`src/core/oag_regs.svh`:
```
// Constants for the operand address generator
// How it works
// - Eight addressing modes, no more
// - Inherent: opcode only, no address
// - Immediate: second byte is the data
// - Direct: zero high byte, low byte operand
// - Extended: high byte then low byte
// - Indexed no offset: index as low byte
// - Indexed 8-bit: index plus byte, unsigned
// - Indexed 16-bit: index plus high-low offset
// - Multiply: high to index, low to accumulator
// - Relative: taken adds signed offset to next
// - Bit branch: direct, offset, bit to carry
// - Bit set/clear only with direct mode
`ifndef OAG_REGS_SVH
`define OAG_REGS_SVH
`define OAG_ZERO_HIGH 8'h00
`define OAG_RESET_ADDR 16'h0000
`define OAG_RESET_BYTE 8'h00
`define OAG_LEN_ONE 2'h1
`define OAG_LEN_TWO 2'h2
`define OAG_LEN_THREE 2'h3
`endif

```
`src/core/oag_pkg.sv`:
```
// Types for the operand address generator
package oag_pkg;
   typedef enum logic [2:0] {
      OAG_INHERENT,
      OAG_IMMEDIATE,
      OAG_DIRECT,
      OAG_EXTENDED,
      OAG_INDEXED_NONE,
      OAG_INDEXED_BYTE,
      OAG_INDEXED_WORD,
      OAG_RELATIVE
   } oag_mode_type;

   typedef enum logic [1:0] {
      OAG_OP_NORMAL,
      oag_op_unsigned_multiply,
      OAG_OP_BIT_WRITE,
      OAG_OP_BIT_BRANCH
   } oag_op_type;

   typedef struct packed {
      oag_mode_type mode;
      oag_op_type op;
      logic [7:0] byte1;
      logic [7:0] byte2;
      logic [15:0] next_pc;
      logic taken;
      logic bit_one;
      logic [2:0] bit_sel;
   } oag_req_type;

   typedef struct packed {
      logic [15:0] addr;
      logic addr_valid;
      logic [7:0] data;
      logic data_valid;
      logic [1:0] length;
      logic [15:0] pc;
      logic illegal;
   } oag_res_type;
endpackage : oag_pkg

```
`src/core/oag_address_gen.sv`:
```
// Operand address generator: mode decode, address sums, multiply
`timescale 1ns/10ps
`default_nettype none
`include "oag_regs.svh"
module oag_address_gen
   import oag_pkg::*;
#(
   // Byte and address widths; the carrier structs fix both
   parameter int DATA_W = 8,
   parameter int ADDR_W = 16
)
(
   // Clock and reset
   input wire logic clk_sys_i,
   input wire logic resetn_i,
   // Request from the decode stage
   input wire logic req_valid_i,
   input wire oag_req_type req_i,
   input wire logic [7:0] acc_i,
   input wire logic [7:0] idx_i,
   input wire logic [7:0] bit_byte_i,
   // Result towards the memory bus
   output logic res_valid_o,
   output oag_res_type res_o,
   // Multiply result, product split over both registers
   output logic mul_valid_o,
   output logic [7:0] mul_acc_o,
   output logic [7:0] mul_idx_o,
   // Bit tested by a bit branch
   output logic carry_valid_o,
   output logic carry_o
);
   oag_res_type next_res;
   logic [7:0] prod_high;
   logic [7:0] prod_low;
   logic tested_bit;
   logic [15:0] branch_pc;
   logic mul_ok;
   logic branch_ok;
   logic combo_bad;

   // The structs and the multiplier are built for these widths only
   if (DATA_W != 8) begin : g_data_w_check
      $error("oag_address_gen: DATA_W must be 8");
   end
   if (ADDR_W != 16) begin : g_addr_w_check
      $error("oag_address_gen: ADDR_W must be 16");
   end

   oag_multiply u_mul (
      .acc_i(acc_i),
      .idx_i(idx_i),
      .high_o(prod_high),
      .low_o(prod_low)
   );

   // Wrapping 16-bit add; the carry out is dropped on purpose
   function automatic logic [15:0] add16(input logic [15:0] a,
                                         input logic [15:0] b);
      add16 = a + b;
   endfunction : add16

   // Branch offsets are two's complement bytes
   function automatic logic [15:0] sext8(input logic [7:0] b);
      sext8 = {{8{b[7]}}, b};
   endfunction : sext8

   function automatic logic [15:0] rel_target(input logic [15:0] pc,
                                              input logic [7:0] off);
      rel_target = add16(pc, sext8(off));
   endfunction : rel_target

   // Multiply has no operand bytes, so only the inherent form exists
   function automatic logic mul_legal(input oag_req_type r);
      mul_legal = r.op == oag_op_unsigned_multiply
                  && r.mode == OAG_INHERENT;
   endfunction : mul_legal

   // Bit branches test a byte in the low page, so direct form only
   function automatic logic branch_legal(input oag_req_type r);
      branch_legal = r.op == OAG_OP_BIT_BRANCH && r.mode == OAG_DIRECT;
   endfunction : branch_legal

   function automatic logic bit_op(input oag_op_type op);
      bit_op = op == OAG_OP_BIT_WRITE || op == OAG_OP_BIT_BRANCH;
   endfunction : bit_op

   // An op paired with a mode that has no encoding for it
   function automatic logic combo_illegal(input oag_req_type r);
      combo_illegal = (bit_op(r.op) && r.mode != OAG_DIRECT)
                      || (r.op == oag_op_unsigned_multiply
                          && r.mode != OAG_INHERENT);
   endfunction : combo_illegal

   // Bit picked from the byte read at the direct address
   assign tested_bit = bit_byte_i[req_i.bit_sel];
   assign mul_ok = mul_legal(req_i);
   assign branch_ok = branch_legal(req_i);
   assign combo_bad = combo_illegal(req_i);

   // Branch resolution for plain and bit-test branches
   always_comb begin
      branch_pc = req_i.next_pc;
      if (req_i.mode == OAG_RELATIVE && req_i.taken) begin
         branch_pc = rel_target(req_i.next_pc, req_i.byte1);
      end
      if (branch_ok && tested_bit == req_i.bit_one) begin
         branch_pc = rel_target(req_i.next_pc, req_i.byte2);
      end
   end

   // Mode decode: length, address and data for each mode
   always_comb begin
      next_res = '0;
      next_res.pc = branch_pc;
      case (req_i.mode)
         OAG_INHERENT: begin
            next_res.length = `OAG_LEN_ONE;
         end
         OAG_IMMEDIATE: begin
            next_res.length = `OAG_LEN_TWO;
            next_res.data = req_i.byte1;
            next_res.data_valid = 1'b1;
         end
         OAG_DIRECT: begin
            next_res.length = `OAG_LEN_TWO;
            next_res.addr = {`OAG_ZERO_HIGH, req_i.byte1};
            next_res.addr_valid = 1'b1;
            if (req_i.op == OAG_OP_BIT_BRANCH) begin
               next_res.length = `OAG_LEN_THREE;
            end
         end
         OAG_EXTENDED: begin
            next_res.length = `OAG_LEN_THREE;
            next_res.addr = {req_i.byte1, req_i.byte2};
            next_res.addr_valid = 1'b1;
         end
         OAG_INDEXED_NONE: begin
            next_res.length = `OAG_LEN_ONE;
            next_res.addr = {`OAG_ZERO_HIGH, idx_i};
            next_res.addr_valid = 1'b1;
         end
         OAG_INDEXED_BYTE: begin
            next_res.length = `OAG_LEN_TWO;
            next_res.addr = add16({8'h00, idx_i}, {8'h00, req_i.byte1});
            next_res.addr_valid = 1'b1;
         end
         OAG_INDEXED_WORD: begin
            next_res.length = `OAG_LEN_THREE;
            next_res.addr = add16({8'h00, idx_i},
                                  {req_i.byte1, req_i.byte2});
            next_res.addr_valid = 1'b1;
         end
         OAG_RELATIVE: begin
            next_res.length = `OAG_LEN_TWO;
         end
         default: begin
            next_res.illegal = 1'b1;
         end
      endcase
      // A bad op/mode pairing yields no address and no data
      if (combo_bad) begin
         next_res.illegal = 1'b1;
         next_res.addr_valid = 1'b0;
         next_res.data_valid = 1'b0;
      end
   end

   // One answer per request, exactly one cycle later
   always_ff @(posedge clk_sys_i or negedge resetn_i) begin
      if (!resetn_i) begin
         res_valid_o <= 1'b0;
      end else begin
         res_valid_o <= req_valid_i;
      end
   end

   // Result fields hold between requests
   always_ff @(posedge clk_sys_i or negedge resetn_i) begin
      if (!resetn_i) begin
         res_o <= '0;
      end else if (req_valid_i) begin
         res_o <= next_res;
      end
   end

   // Valid only for the legal inherent multiply
   always_ff @(posedge clk_sys_i or negedge resetn_i) begin
      if (!resetn_i) begin
         mul_valid_o <= 1'b0;
      end else begin
         mul_valid_o <= req_valid_i && mul_ok;
      end
   end

   // A refused multiply leaves both registers untouched
   always_ff @(posedge clk_sys_i or negedge resetn_i) begin
      if (!resetn_i) begin
         mul_acc_o <= `OAG_RESET_BYTE;
         mul_idx_o <= `OAG_RESET_BYTE;
      end else if (req_valid_i && mul_ok) begin
         mul_idx_o <= prod_high;
         mul_acc_o <= prod_low;
      end
   end

   // Valid only for a legal bit branch
   always_ff @(posedge clk_sys_i or negedge resetn_i) begin
      if (!resetn_i) begin
         carry_valid_o <= 1'b0;
      end else begin
         carry_valid_o <= req_valid_i && branch_ok;
      end
   end

   // A refused bit branch must not disturb the carry
   always_ff @(posedge clk_sys_i or negedge resetn_i) begin
      if (!resetn_i) begin
         carry_o <= 1'b0;
      end else if (req_valid_i && branch_ok) begin
         carry_o <= tested_bit;
      end
   end
endmodule : oag_address_gen
`default_nettype wire

```
`src/core/oag_multiply.sv`:
```
// Unsigned 8x8 multiplier
`timescale 1ns/10ps
`default_nettype none
module oag_multiply (
   // Operands
   input wire logic [7:0] acc_i,
   input wire logic [7:0] idx_i,
   // Product halves
   output logic [7:0] high_o,
   output logic [7:0] low_o
);
   logic [15:0] product;
   assign product = 16'(acc_i) * 16'(idx_i);
   assign high_o = product[15:8];
   assign low_o = product[7:0];
endmodule : oag_multiply
`default_nettype wire

```
`config.mk`:
```
export PLATFORM = sky130hd
export DESIGN_NAME = oag_address_gen
export DESIGN_NICKNAME = d
export VERILOG_FILES = /design/src/core/oag_pkg.sv /design/src/core/oag_address_gen.sv /design/src/core/oag_multiply.sv
export VERILOG_INCLUDE_DIRS = /design/src /design/src/core
export SDC_FILE = /design/constraint.sdc
export NUM_CORES = 1
export LEC_CHECK = 0
export BUFFER_PORTS_ARGS = -buffer_cell sky130_fd_sc_hd__buf_2
export CAP_MARGIN = 5
export CORE_UTILIZATION = 40
export CTS_CLUSTER_SIZE = 40
export DETAILED_ROUTE_END_ITERATION = 10
export GPL_TIMING_DRIVEN = 0
export PLACE_DENSITY = 0.68
export SLEW_MARGIN = 20
export SYNTH_ARGS = -nofsm -noshare
export SYNTH_HDL_FRONTEND = slang
export SYNTH_HIERARCHICAL = 1
export SYNTH_SLANG_ARGS = --single-unit
export TNS_END_PERCENT = 10
```
`constraint.sdc`:
```
create_clock -name clk_sys_i -period 0.85 [get_ports clk_sys_i]
set_input_delay 0.085 -clock clk_sys_i [delete_from_list [all_inputs] [get_ports clk_sys_i]]
set_output_delay 0.085 -clock clk_sys_i [all_outputs]
set_load 0.02 [all_outputs]
```
======== Word level (Yosys, flattened, before mapping) ========
Index checks and enable logic that the tools add are counted.
word-level totals
  input bits .............................. 69
  bits in registers ....................... 65
  logic and storage cells ................. 57
cells by class
  reduce and logical (&&, ||, !) cells .... 15
  multipliers ............................. 1
  $lt $le $gt $ge ......................... 1
  $add $sub $neg .......................... 4
  muxes and demuxes ....................... 11
  equality and inequality tests ........... 12
operator list
  cell                                                   number
  case mux 17 bit (5 select lines)                       1
  adder 16 bit                                           2
  two-way mux 16 bit                                     2
  adder 8 x 16 -> 16 bit                                 1
  multiplier 8 x 8 -> 16 bit                             1
  equality test 3 bit, second input constant             4
  adder 8 x 8 -> 9 bit                                   1
  two-way mux 9 bit                                      1
  logical AND 1 bit                                      8
  case mux 2 bit (4 select lines)                        1
  equality test 3 x 2 -> 1 bit, second input constant    2
  two-way mux 1 bit                                      5
  equality test 2 bit, second input constant             2
  < comparator 3 x 4 -> 1 bit, second input constant     1
  OR reduction 2 bit                                     2
  binary-select mux 1 bit (select 3 bit)                 1
  equality test 3 x 1 -> 1 bit, second input constant    1
  zero test 3 bit                                        1
  inequality test 3 x 2 -> 1 bit, second input constant  1
  nonzero test 3 bit                                     1
  OR reduction 3 bit                                     1
  equality test 2 x 1 -> 1 bit, second input constant    1
  logical OR 1 bit                                       2
  equality test 1 bit                                    1

======== Depth between registers and ports, before layout ========
Gate-level depths: netlist of the first run.
  depth in word-level cells ............... 5
  gate-level depth with buffers ........... 17

======== Modules after synthesis ========
Netlist of the first run, hierarchy kept.
modules (own cells, without submodules)
  module           area an instance (um^2)  sequential area each (um^2)  times used  cells an instance
  oag_address_gen  5232.5                   1626.6                       1           616
  oag_multiply     2125.8                   0.0                          1           243

======== Worst setup path before layout of the first run ========
Ideal clock, no wire load.
  kind .................................... input-to-reg
  start point ............................. input port acc_i[5]
  end point ............................... register mul_idx_o[3]
  stages on the path ...................... 17
  library setup time ...................... 0.065 ns
  arrival time ............................ 3.546 ns
  slack ................................... -2.761 ns
  cells stage by stage .................... and2_1 fa_1 inv_1 fa_1 inv_1 fa_1 inv_1 fa_1 inv_1 ha_1 a21o_1 a21oi_2 nand2_1 a31oi_1 xnor2_1 nand2_1 nand2_1
between the ends
  cells in the longest elaborated chain, start to end .. 1
RTL lines
  item                        line                    text
  from (decl)                 oag_address_gen.sv:19   input wire logic [7:0] acc_i,
  multiplier 8 x 8 -> 16 bit  oag_multiply.sv:13      assign product = 16'(acc_i) * 16'(idx_i);
  via prod_high[3]            oag_address_gen.sv:34   logic [7:0] prod_high;
  to (signal assigned)        oag_address_gen.sv:200  mul_idx_o <= `OAG_RESET_BYTE;
  to (signal assigned)        oag_address_gen.sv:202  mul_idx_o <= prod_high;
  to (decl)                   oag_address_gen.sv:28   output logic [7:0] mul_idx_o,
The timed path passes the listed nets, and every way through them passes these cells.
A chain may end at the register's enable or synchronous reset.

======== Worst setup path in the final report of the first run ========
  start point ............................. input port acc_i[3]
  end point ............................... register mul_idx_o[7]
The elaborated chain is that of the path after synthesis.

==> metrics.cfg, run 1 <==
[routing]
vias=6967
drc=0
routed_wl_mm=23.1
vias_per_cell=5.53
drt_iter0_markers=526
dr.pass1.iters=5
drtAntennaViolNets=0
wl_per_cell_um=18.3

[yosys]
yosysTopAreaCell=dfrtp_1
synth_seq_cells=65
synth_nets=1050
yosysMostFrequentCell=nand2_1
synth_top_family_by_area=adder cells
yosys.area_share.simple_pct=18.8
syn_area_um2=7360
synthTopCellsByArea=dfrtp_1 (22%), ha_1 (14%), fa_1 (11%), nand2_1 (5.5%), and2_1 (4.5%)
yosysSeqAreaShare_pct=22.1
synth_compound_area_share_pct=19.7
synth_mux_area_share_pct=3.43
yosysTopAreaCellShare_pct=22.1
yosysUniqueCellTypes=74
yosys_warnings=6
ys.flop_type=dfrtp_1
syn_inst=859
synth_edf_count=0
syn_area_per_cell_um2=8.57
synth_xor_area_share_pct=5.71
synthTopCellsByCount=nand2_1 (108), ha_1 (82), inv_1 (77), nor2_1 (66), dfrtp_1 (65)
synthAdderAreaFrac_pct=24.8
async_reset_ff_share_pct=100

[timing]
finalCritPeriodShare_pct=411
setup_violations=123
min_period_ns=3.50
drv_slew=0
finalSetupTns_ns=-64.55
rsz0062_at_grt=yes
relSlewSlack_pct=57.3
hold_slack_ns=0.0807
setup_ws_ns=-2.65
hold_viol=0
worst_pin_slew_ns=0.633
fin_skew_ns=0
fmax_mhz=286

[floorplanning]
ios=134
die_area_um2=18900
row_count=49
die_x_um=138
core_area_um2=18000
die_h_um=138
initial_utilization_pct=40.8

[placement]
post-place-ws_ns=-3.04
dpl.hpwl_mm=16.5
placed_area_um2=8360
gp_congestion=0.881
dp_cells=1220
portBuffers=131

[power_and_ir_drop]
ir_drop_uv=1360
powerDensity_nw_per_um2=1790
p_leak_nw=4.76

[setup_path]
startpoint_type=primary input
crit_arrival_ns=3.79
required_ns=1.14
worstSetupPathType=in -> reg
endpoint_kind=register
path_cells=buf_4, and2_4, fa_1, inv_2, fa_1, inv_1, fa_1, inv_1, fa_1, inv_2, ha_4, buf_6, o2111ai_4, nand3_2, buf_4, nand2_4, a211oi_4, nand2_1, nand2_1
cp_num_buf_inv=7
cpMaxStageDelayCell=fa_1
critPathMostFrequentCell=fa_1
slowest_delay_ns=0.52
cp.depth=19
crit_family=adder cells
cp_max_fo=8
worstRegToRegCells=2
reg2reg_slack_ns=-0.08

[cts]
cts.reportedPaths.clkPinSlew_ns=0.06
cts_htree_levels=3
cts_buffer_depth=2
clock-sinks=65
cts_made_buffers=9
root_buffer=clkbuf_16
clkLatencyLatePin_ns=0.35
cts_tree=yes

[global_route]
grt_pass1_vias=6716
antenna_found_initial=1
grt_overflow=0
grt_pass1_wl_mm=35.4
grt_start_max_net_pins=37
grt_use_total_pct=24.7

[hold_path]
holdPathStages=2
hold_class=in -> reg

[cells_and_area]
drive_gt1_share_pct=32.7
design_area_um2=9910
fin_cells=1260
final_nets=1216
area_growth_pct=34.7

[status]
violations=setup timing
status=finished, violations left

[run]
cap_violations=0

==> per-layer routing <==
metal / track usage (%) / part of all wire [%] / wire, um / vias up
li1: - / - / - / 3323
met1: 34.2 / 46 / 10500 / 3398
met2: 39.2 / 47 / 10900 / 210
met3: 4.16 / 5.4 / 1250 / 36
met4: 7.51 / 2.0 / 454 / 0
met5: 0 / 0 / 0 / -
==> final cells by class <==
type / count / area, um^2
diodes: 1 / 2.50
inverters: 78 / 313
multi-input cells: 692 / 6030
plain buffers: 24 / 238
well taps: 229 / 287
clock buffers: 10 / 239
repair buffers: 155 / 1140
clock inverters: 6 / 42.5
flip-flops and latches: 65 / 1630
fillers: 1593 / 8110
==> cell families (layout without fill, tap and decap cells) <==
family / Yosys count / count (layout)
AND/OR/NAND/NOR: 288 / 288
AO/OA/AOI/OAI: 213 / 213
adder cells (fa/ha/maj): 122 / 122
buffers and inverters: 102 / 273
flip-flops: 65 / 65
XOR/XNOR: 48 / 48
multiplexers: 21 / 21
other: 0 / 1
==> cells in the final DEF, fill, tap and decap left out, types with 9 or more instances in the layout <==
cell | netlist | layout
nor2b_1 | 10 | 9
nand2_1 | 108 | 105
nor2_1 | 66 | 59
a21oi_2 | 2 | 18
buf_6 | 2 | 35
xor2_1 | 18 | 18
o21ai_0 | 33 | 23
a21o_1 | 12 | 12
a21oi_1 | 61 | 42
buf_2 | 1 | 90
and2_4 | 0 | 12
o21ai_1 | 10 | 13
mux2i_1 | 10 | 10
ha_1 | 82 | 63
o21a_1 | 11 | 11
inv_1 | 77 | 68
ha_4 | 0 | 17
buf_4 | 1 | 26
xnor2_1 | 30 | 26
a22o_1 | 11 | 11
and2_1 | 53 | 41
clkbuf_16 | 0 | 11
fa_1 | 40 | 33
dfrtp_1 | 65 | 65
==> registers in the layout (all words and copies together), names as in the netlist <==
register,flops
carry_valid_o,1
mul_idx_o,8
mul_acc_o,8
res_valid_o,1
mul_valid_o,1
res_o,45
carry_o,1
==> per-stage QoR <==
stage,util [%],power (mW)
3_5_place_dp,46.4,11.8
6_report,55.0,17.7
3_3_place_gp,46.3,11.7
4_1_cts,51.9,16.6
2_1_floorplan,-,9.78
5_1_grt,55.0,19.0
==> what timing repair did <==
item / 4_1_cts / 5_1_grt
pin swaps: 61 / 56
gates resized for setup: 164 / 122
hold buffers: 2 / 0
endpoints found under the setup margin: 129 / 164
endpoints found under the hold margin: 30 / 0
setup buffers: 10 / 12
==> final timing paths <==
| check | from | to |
|---|---|---|
| worst max-delay path | acc_i[3] | mul_idx_o[7]$_DFFE_PN0P_ |
| worst min register to register | mul_acc_o[5]$_DFFE_PN0P_ | mul_acc_o[5]$_DFFE_PN0P_ |
| max in group asynchronous | resetn_i | res_o[0]$_DFFE_PN0P_ |
| worst min-delay path | req_i[36] | res_o[27]$_DFFE_PN0P_ |
| worst max register to register | res_o[43]$_DFFE_PN0P_ | res_o[43]$_DFFE_PN0P_ |
| min in group asynchronous | resetn_i | mul_acc_o[6]$_DFFE_PN0P_ |
==> power by group <==
| part | switching (mW) | internal (mW) | total [mW] | leakage, nW |
|---|---|---|---|---|
| combinational | 5.48 | 4.74 | 10.2 | 3.81 |
| clock | 1.59 | 2.06 | 3.65 | 0.135 |
| sequential | 0.268 | 3.57 | 3.84 | 0.820 |
| total | 7.34 | 10.4 | 17.7 | 4.76 |
(Power assumes the default switching activity.)
==> inputs of run 2 (changes only) <==
CORE_ASPECT_RATIO = 0.5   (was unset)
==> run 2 against run 1 <==
The flow still finishes with violations (setup timing). Core utilization hardly changed. Flip-flop and latch count unchanged. Count of clock-buffer cells in the layout unchanged. Cell count up 0.56%. Clock power is 16% higher. Sequential power about the same. Maximum frequency rose by 1.7%. Global-route usage down 1.4 points. Largest power group unchanged.
==> metrics.cfg, run 2 (synthesized netlist as in run 1, its figures left out) <==
[power_and_ir_drop]
p_leak_nw=4.74
ir_drop_uv=956
powerDensity_nw_per_um2=1890

[cells_and_area]
reg.largest.list=res_o x45, mul_acc_o x8, mul_idx_o x8
top_register=res_o
multi_input_area_um2=5910
largest_reg_flops=45
final_nets=1219
nFillCells=1552
design_area_um2=9730
regArea_um2=1630
fin_cells=1267
final_cell_mix=buf_2 (108), nand2_1 (106), inv_1 (66)
final_common_cell=buf_2
drive_gt1_share_pct=32.1
antenna_cells=0
area_growth_pct=32.2

[status]
violations=setup timing
status=finished, violations left

[timing]
finalCritPeriodShare_pct=404
finalSetupTns_ns=-65.55
worst_pin_slew_ns=0.583
min_period_ns=3.44
drv_slew=0
setup_ws_ns=-2.59
hold_viol=0
relSlewSlack_pct=60.8
fmax_mhz=291
fin_skew_ns=0
hold_slack_ns=0.0980
rsz0062_at_grt=yes
setup_violations=123

[global_route]
grt_pass1_vias=6956
antenna_found_initial=0
grt_use_total_pct=23.3
grt_start_max_net_pins=49
grt_pass1_wl_mm=35.2
grt_overflow=0

[floorplanning]
core_area_um2=17700
die_h_um=97.9
die_x_um=194
die_area_um2=19000
row_count=34
ios=134
initial_utilization_pct=41.6

[routing]
routed_wl_mm=22.3
vias_per_cell=5.39
drt_iter0_markers=402
wl_per_cell_um=17.6
dr.pass1.iters=5
drc=0
vias=6831
drtAntennaViolNets=0

[cts]
cts_tree=yes
cts_made_buffers=9
clkLatencyLatePin_ns=0.34
root_buffer=clkbuf_16
cts_htree_levels=3
clock-sinks=65
cts_buffer_depth=2
cts.reportedPaths.clkPinSlew_ns=0.06

[setup_path]
startpoint_type=primary input
cp_max_fo=4
worstSetupPathType=in -> reg
required_ns=1.13
crit_arrival_ns=3.71
endpoint_kind=register
reg2reg_slack_ns=-0.06

[placement]
placed_area_um2=8380
gp_congestion=0.909
dpl.hpwl_mm=16.5
dp_cells=1225
portBuffers=131
post-place-ws_ns=-3.08

[hold_path]
hold_class=in -> reg

[run]
cap_violations=0

-- run 2: changes by cell type in the layout (fill, tap and decap cells not counted), moves of 3 or more --
| cell | before | now |
|---|---|---|
| inv_2 | 7 | 10 |
| buf_2 | 90 | 108 |
| buf_8 | 5 | 0 |
| o21ai_0 | 23 | 20 |
| buf_6 | 35 | 23 |
| a21oi_4 | 3 | 0 |
-- run 2: cell type report --
| cell class | instances | share of cell area, % |
|---|---|---|
| multi-input combinational | 692 | 60.7 |
| sequential | 65 | 16.7 |
| timing repair buffer | 158 | 11.0 |
| inverter | 78 | 3.09 |
| tap | 234 | 3.01 |
| clock buffer | 10 | 2.46 |
| buffer | 24 | 2.08 |
| clock inverter | 6 | 0.926 |
-- run 2: path summary, 6_finish.rpt --
kind | endpoint | cells after the start | startpoint
max | mul_idx_o[7]$_DFFE_PN0P_ | 18 | idx_i[2]
min | res_o[21]$_DFFE_PN0P_ | 2 | req_i[30]
max reg2reg | res_o[41]$_DFFE_PN0P_ | 2 | res_o[41]$_DFFE_PN0P_
min reg2reg | mul_idx_o[3]$_DFFE_PN0P_ | 2 | mul_idx_o[3]$_DFFE_PN0P_
max in group asynchronous | res_o[28]$_DFFE_PN0P_ | 3 | resetn_i
min in group asynchronous | mul_idx_o[6]$_DFFE_PN0P_ | 2 | resetn_i
-- run 2: timing repair --
action                     4_1_cts  5_1_grt
setup endpoints to repair      129      127
gates resized for setup        158       71
pin swaps                       64       27
setup buffers                   23        1
hold endpoints to repair        66        0
hold buffers                     2        0
-- run 2: power by group --
| part | total, mW | internal [mW] | switching, mW |
|---|---|---|---|
| Combinational | 10.4 | 4.85 | 5.50 |
| Clock | 4.25 | 2.66 | 1.59 |
| Sequential | 3.81 | 3.57 | 0.246 |
| Total | 18.4 | 11.1 | 7.33 |
-- run 2: worst max-delay path: stages --
cell	delay, ns
buf_12	0.10
and2_4	0.15
fa_1	0.54
inv_2	0.04
fa_1	0.52
inv_1	0.05
fa_1	0.47
inv_1	0.05
fa_1	0.49
inv_2	0.05
ha_4	0.21
a21o_1	0.16
a21oi_2	0.18
nand3_2	0.11
and3_4	0.17
a211oi_2	0.18
nand2_1	0.08
nand2_1	0.07
-- run 2: routing by layer --
layer	vias up	wire, um	track usage (%)
li1	3329	-	-
met1	3299	9810	29.3
met2	164	10900	40.9
met3	39	1040	4.04
met4	0	465	7.75
met5	-	0	0
-- run 2: per-stage QoR --
step	utilization, %	total power [mW]
2_1_floorplan	-	9.78
3_3_place_gp	47.2	11.7
3_5_place_dp	47.3	11.9
4_1_cts	53.5	17.7
5_1_grt	55.0	19.6
6_report	55.0	18.4
==> inputs of run 3 (changes only) <==
CELL_PAD_IN_SITES_DETAIL_PLACEMENT = 1   (was unset)
CELL_PAD_IN_SITES_GLOBAL_PLACEMENT = 2   (was unset)
CORE_UTILIZATION = 31   (was 40)
PLACE_DENSITY = 0.83   (was 0.68)
==> run 3 against run 2 <==
Total power down 0.92%. Non-clock buffer count fell by 5. Count of clock-buffer cells in the layout up 2. The run ends with DRC, setup timing left. Cell count grew 5.4%. Maximum frequency shrank 1.6%. Highest routed layer unchanged. Design area is 2.3% higher. Worst setup slack lost 0.057 ns. Die area increased by 29%. Flip-flop and latch count unchanged. First-iteration DRC count is 32% lower. Clock skew is the same. Global-route usage down 1.9 points.
==> metrics.cfg, run 3 (synthesized netlist as in run 1, its figures left out) <==
[power_and_ir_drop]
switching_power_mw=7.45
power.internal_mw=10.8
powerDensity_nw_per_um2=1830
ir_drop_uv=878
pwr-share-clk_pct=19.8
fin_total_pwr_mw=18.2
power_frac_seq_pct=21.1
p_comb_share_pct=59.0
p_sw_share_pct=40.8
p_leak_nw=4.74

[timing]
drv_slew=0
worst_pin_slew_ns=0.593
hold_viol=0
fin_skew_ns=0
finalSetupTns_ns=-65.61
setup_violations=123
rsz0062_at_grt=yes
finalCritPeriodShare_pct=411
relSlewSlack_pct=60.2
min_period_ns=3.50
setup_ws_ns=-2.65
fmax_mhz=286

[setup_path]
endpoint_kind=register
crit_arrival_ns=3.78
startpoint_type=primary input
required_ns=1.13
worstSetupPathType=in -> reg
cp_max_fo=7

[global_route]
grt_pass1_vias=7572
grt_use_total_pct=21.4
grt_pass1_wl_mm=40.5
grt_overflow=0
grt_start_max_net_pins=54
antenna_found_initial=0

[routing]
drtAntennaViolNets=0
routed_wl_mm=25.5
wl_per_cell_um=19.1
drc=6
vias=6924
drt_iter0_markers=272
vias_per_cell=5.19
dr.pass1.iters=8

[run]
cap_violations=0

[cells_and_area]
top_register=res_o
area_growth_pct=35.2
final_common_cell=nand2_1
final_nets=1214
reg.largest.list=res_o x45, mul_acc_o x8, mul_idx_o x8
nFillCells=2712
fin_cells=1335
drive_gt1_share_pct=32.0
final_cell_mix=nand2_1 (104), buf_2 (95), inv_1 (67)
antenna_cells=0
largest_reg_flops=45

[placement]
portBuffers=131
dpl.hpwl_mm=19.4
dp_cells=1298
gp_congestion=0.855

[cts]
cts.reportedPaths.clkPinSlew_ns=0.06
root_buffer=clkbuf_16
clkLatencyLatePin_ns=0.35
cts_htree_levels=3
cts_tree=yes
cts_made_buffers=9
clock-sinks=65
cts_buffer_depth=2

[floorplanning]
initial_utilization_pct=31.9
core_area_um2=23000
die_area_um2=24400
row_count=39
ios=134
die_x_um=220
die_h_um=111

[status]
status=finished, violations left
violations=DRC, setup timing

[hold_path]
hold_class=in -> reg

[run 3: cell count changes in the layout (fill, tap and decap cells not counted), moves of 3 or more]
cell,change
ha_1,-3
buf_8,+6
ha_4,+5
and2_4,-6
buf_6,+6
buf_2,-13
and2_1,+6
[run 3: per-stage QoR]
step	hold WS [ns]	util, %	worst slack, ns	cell area, um^2
6_report	0.0202	43.2	-2.65	9950
3_5_place_dp	-0.0411	36.8	-3.15	8470
4_1_cts	0.00130	41.8	-2.67	9640
3_3_place_gp	0.210	36.6	-3.12	8440
2_1_floorplan	-0.211	-	-2.61	7400
5_1_grt	0.0202	43.2	-2.75	9950
[run 3: metal layers]
metal / part of all wire (%) / GRT usage [%] / vias up / wire [um]
met2: 50 / 37.2 / 142 / 12700
met4: 2.4 / 7.54 / 0 / 612
met1: 44 / 26.5 / 3430 / 11200
met5: 0 / 0 / - / 0
li1: - / - / 3313 / -
met3: 3.7 / 3.84 / 39 / 937
[run 3: final cells by class]
cell class | count | area, um^2 | area share (%)
clock inverters | 4 | 27.5 | 0.277
clock buffers | 12 | 256 | 2.58
well taps | 307 | 384 | 3.86
flip-flops and latches | 65 | 1630 | 16.3
inverters | 78 | 303 | 3.04
repair buffers | 153 | 1110 | 11.2
plain buffers | 24 | 234 | 2.35
multi-input cells | 692 | 6010 | 60.4
[run 3: critical path, cell delays in order]
cell and delay (ns):
buf_12 0.11, and2_4 0.15, fa_1 0.54, inv_2 0.04, fa_1 0.53, inv_1 0.05
fa_1 0.47, inv_1 0.05, fa_1 0.50, inv_2 0.05, ha_4 0.23, a21o_1 0.17
a21oi_2 0.17, nand3_2 0.11, buf_4 0.15, nand2_2 0.06, buf_4 0.11, xnor2_2 0.09
nand2_1 0.06, nand2_1 0.05
[run 3: path summary, 6_finish.rpt]
check                                    startpoint                  endpoint  slack, ns  depth (start not counted)
max                                        acc_i[5]  mul_idx_o[5]$_DFFE_PN0P_      -2.65                         20
min                                       req_i[30]     res_o[21]$_DFFE_PN0P_       0.02                          2
max reg2reg                   res_o[37]$_DFFE_PN0P_     res_o[37]$_DFFE_PN0P_      -0.09                          3
min reg2reg                mul_idx_o[0]$_DFFE_PN0P_  mul_idx_o[0]$_DFFE_PN0P_       0.46                          2
max in group asynchronous                  resetn_i  mul_idx_o[4]$_DFFE_PN0P_       0.17                          3
min in group asynchronous                  resetn_i     res_o[14]$_DFFE_PN0P_       0.13                          2
[run 3: power by group through the flow]
stage / combinational [mW] / clock [mW] / sequential, mW
after floorplan: 5.32 / 0 / 4.46
after global placement: 7.98 / 0 / 3.87
after detailed placement: 8.21 / 0 / 3.89
after CTS: 9.78 / 3.73 / 3.85
after global routing: 11.8 / 3.83 / 3.92
final: 10.8 / 3.62 / 3.86
[run 3: what timing repair did]
item	in CTS	in global routing
cloned	0	0
endpoints found under the setup margin	129	128
endpoints found under the hold margin	66	0
pin swaps	64	46
hold buffers	2	0
setup buffers	16	5
gates resized for setup	204	74
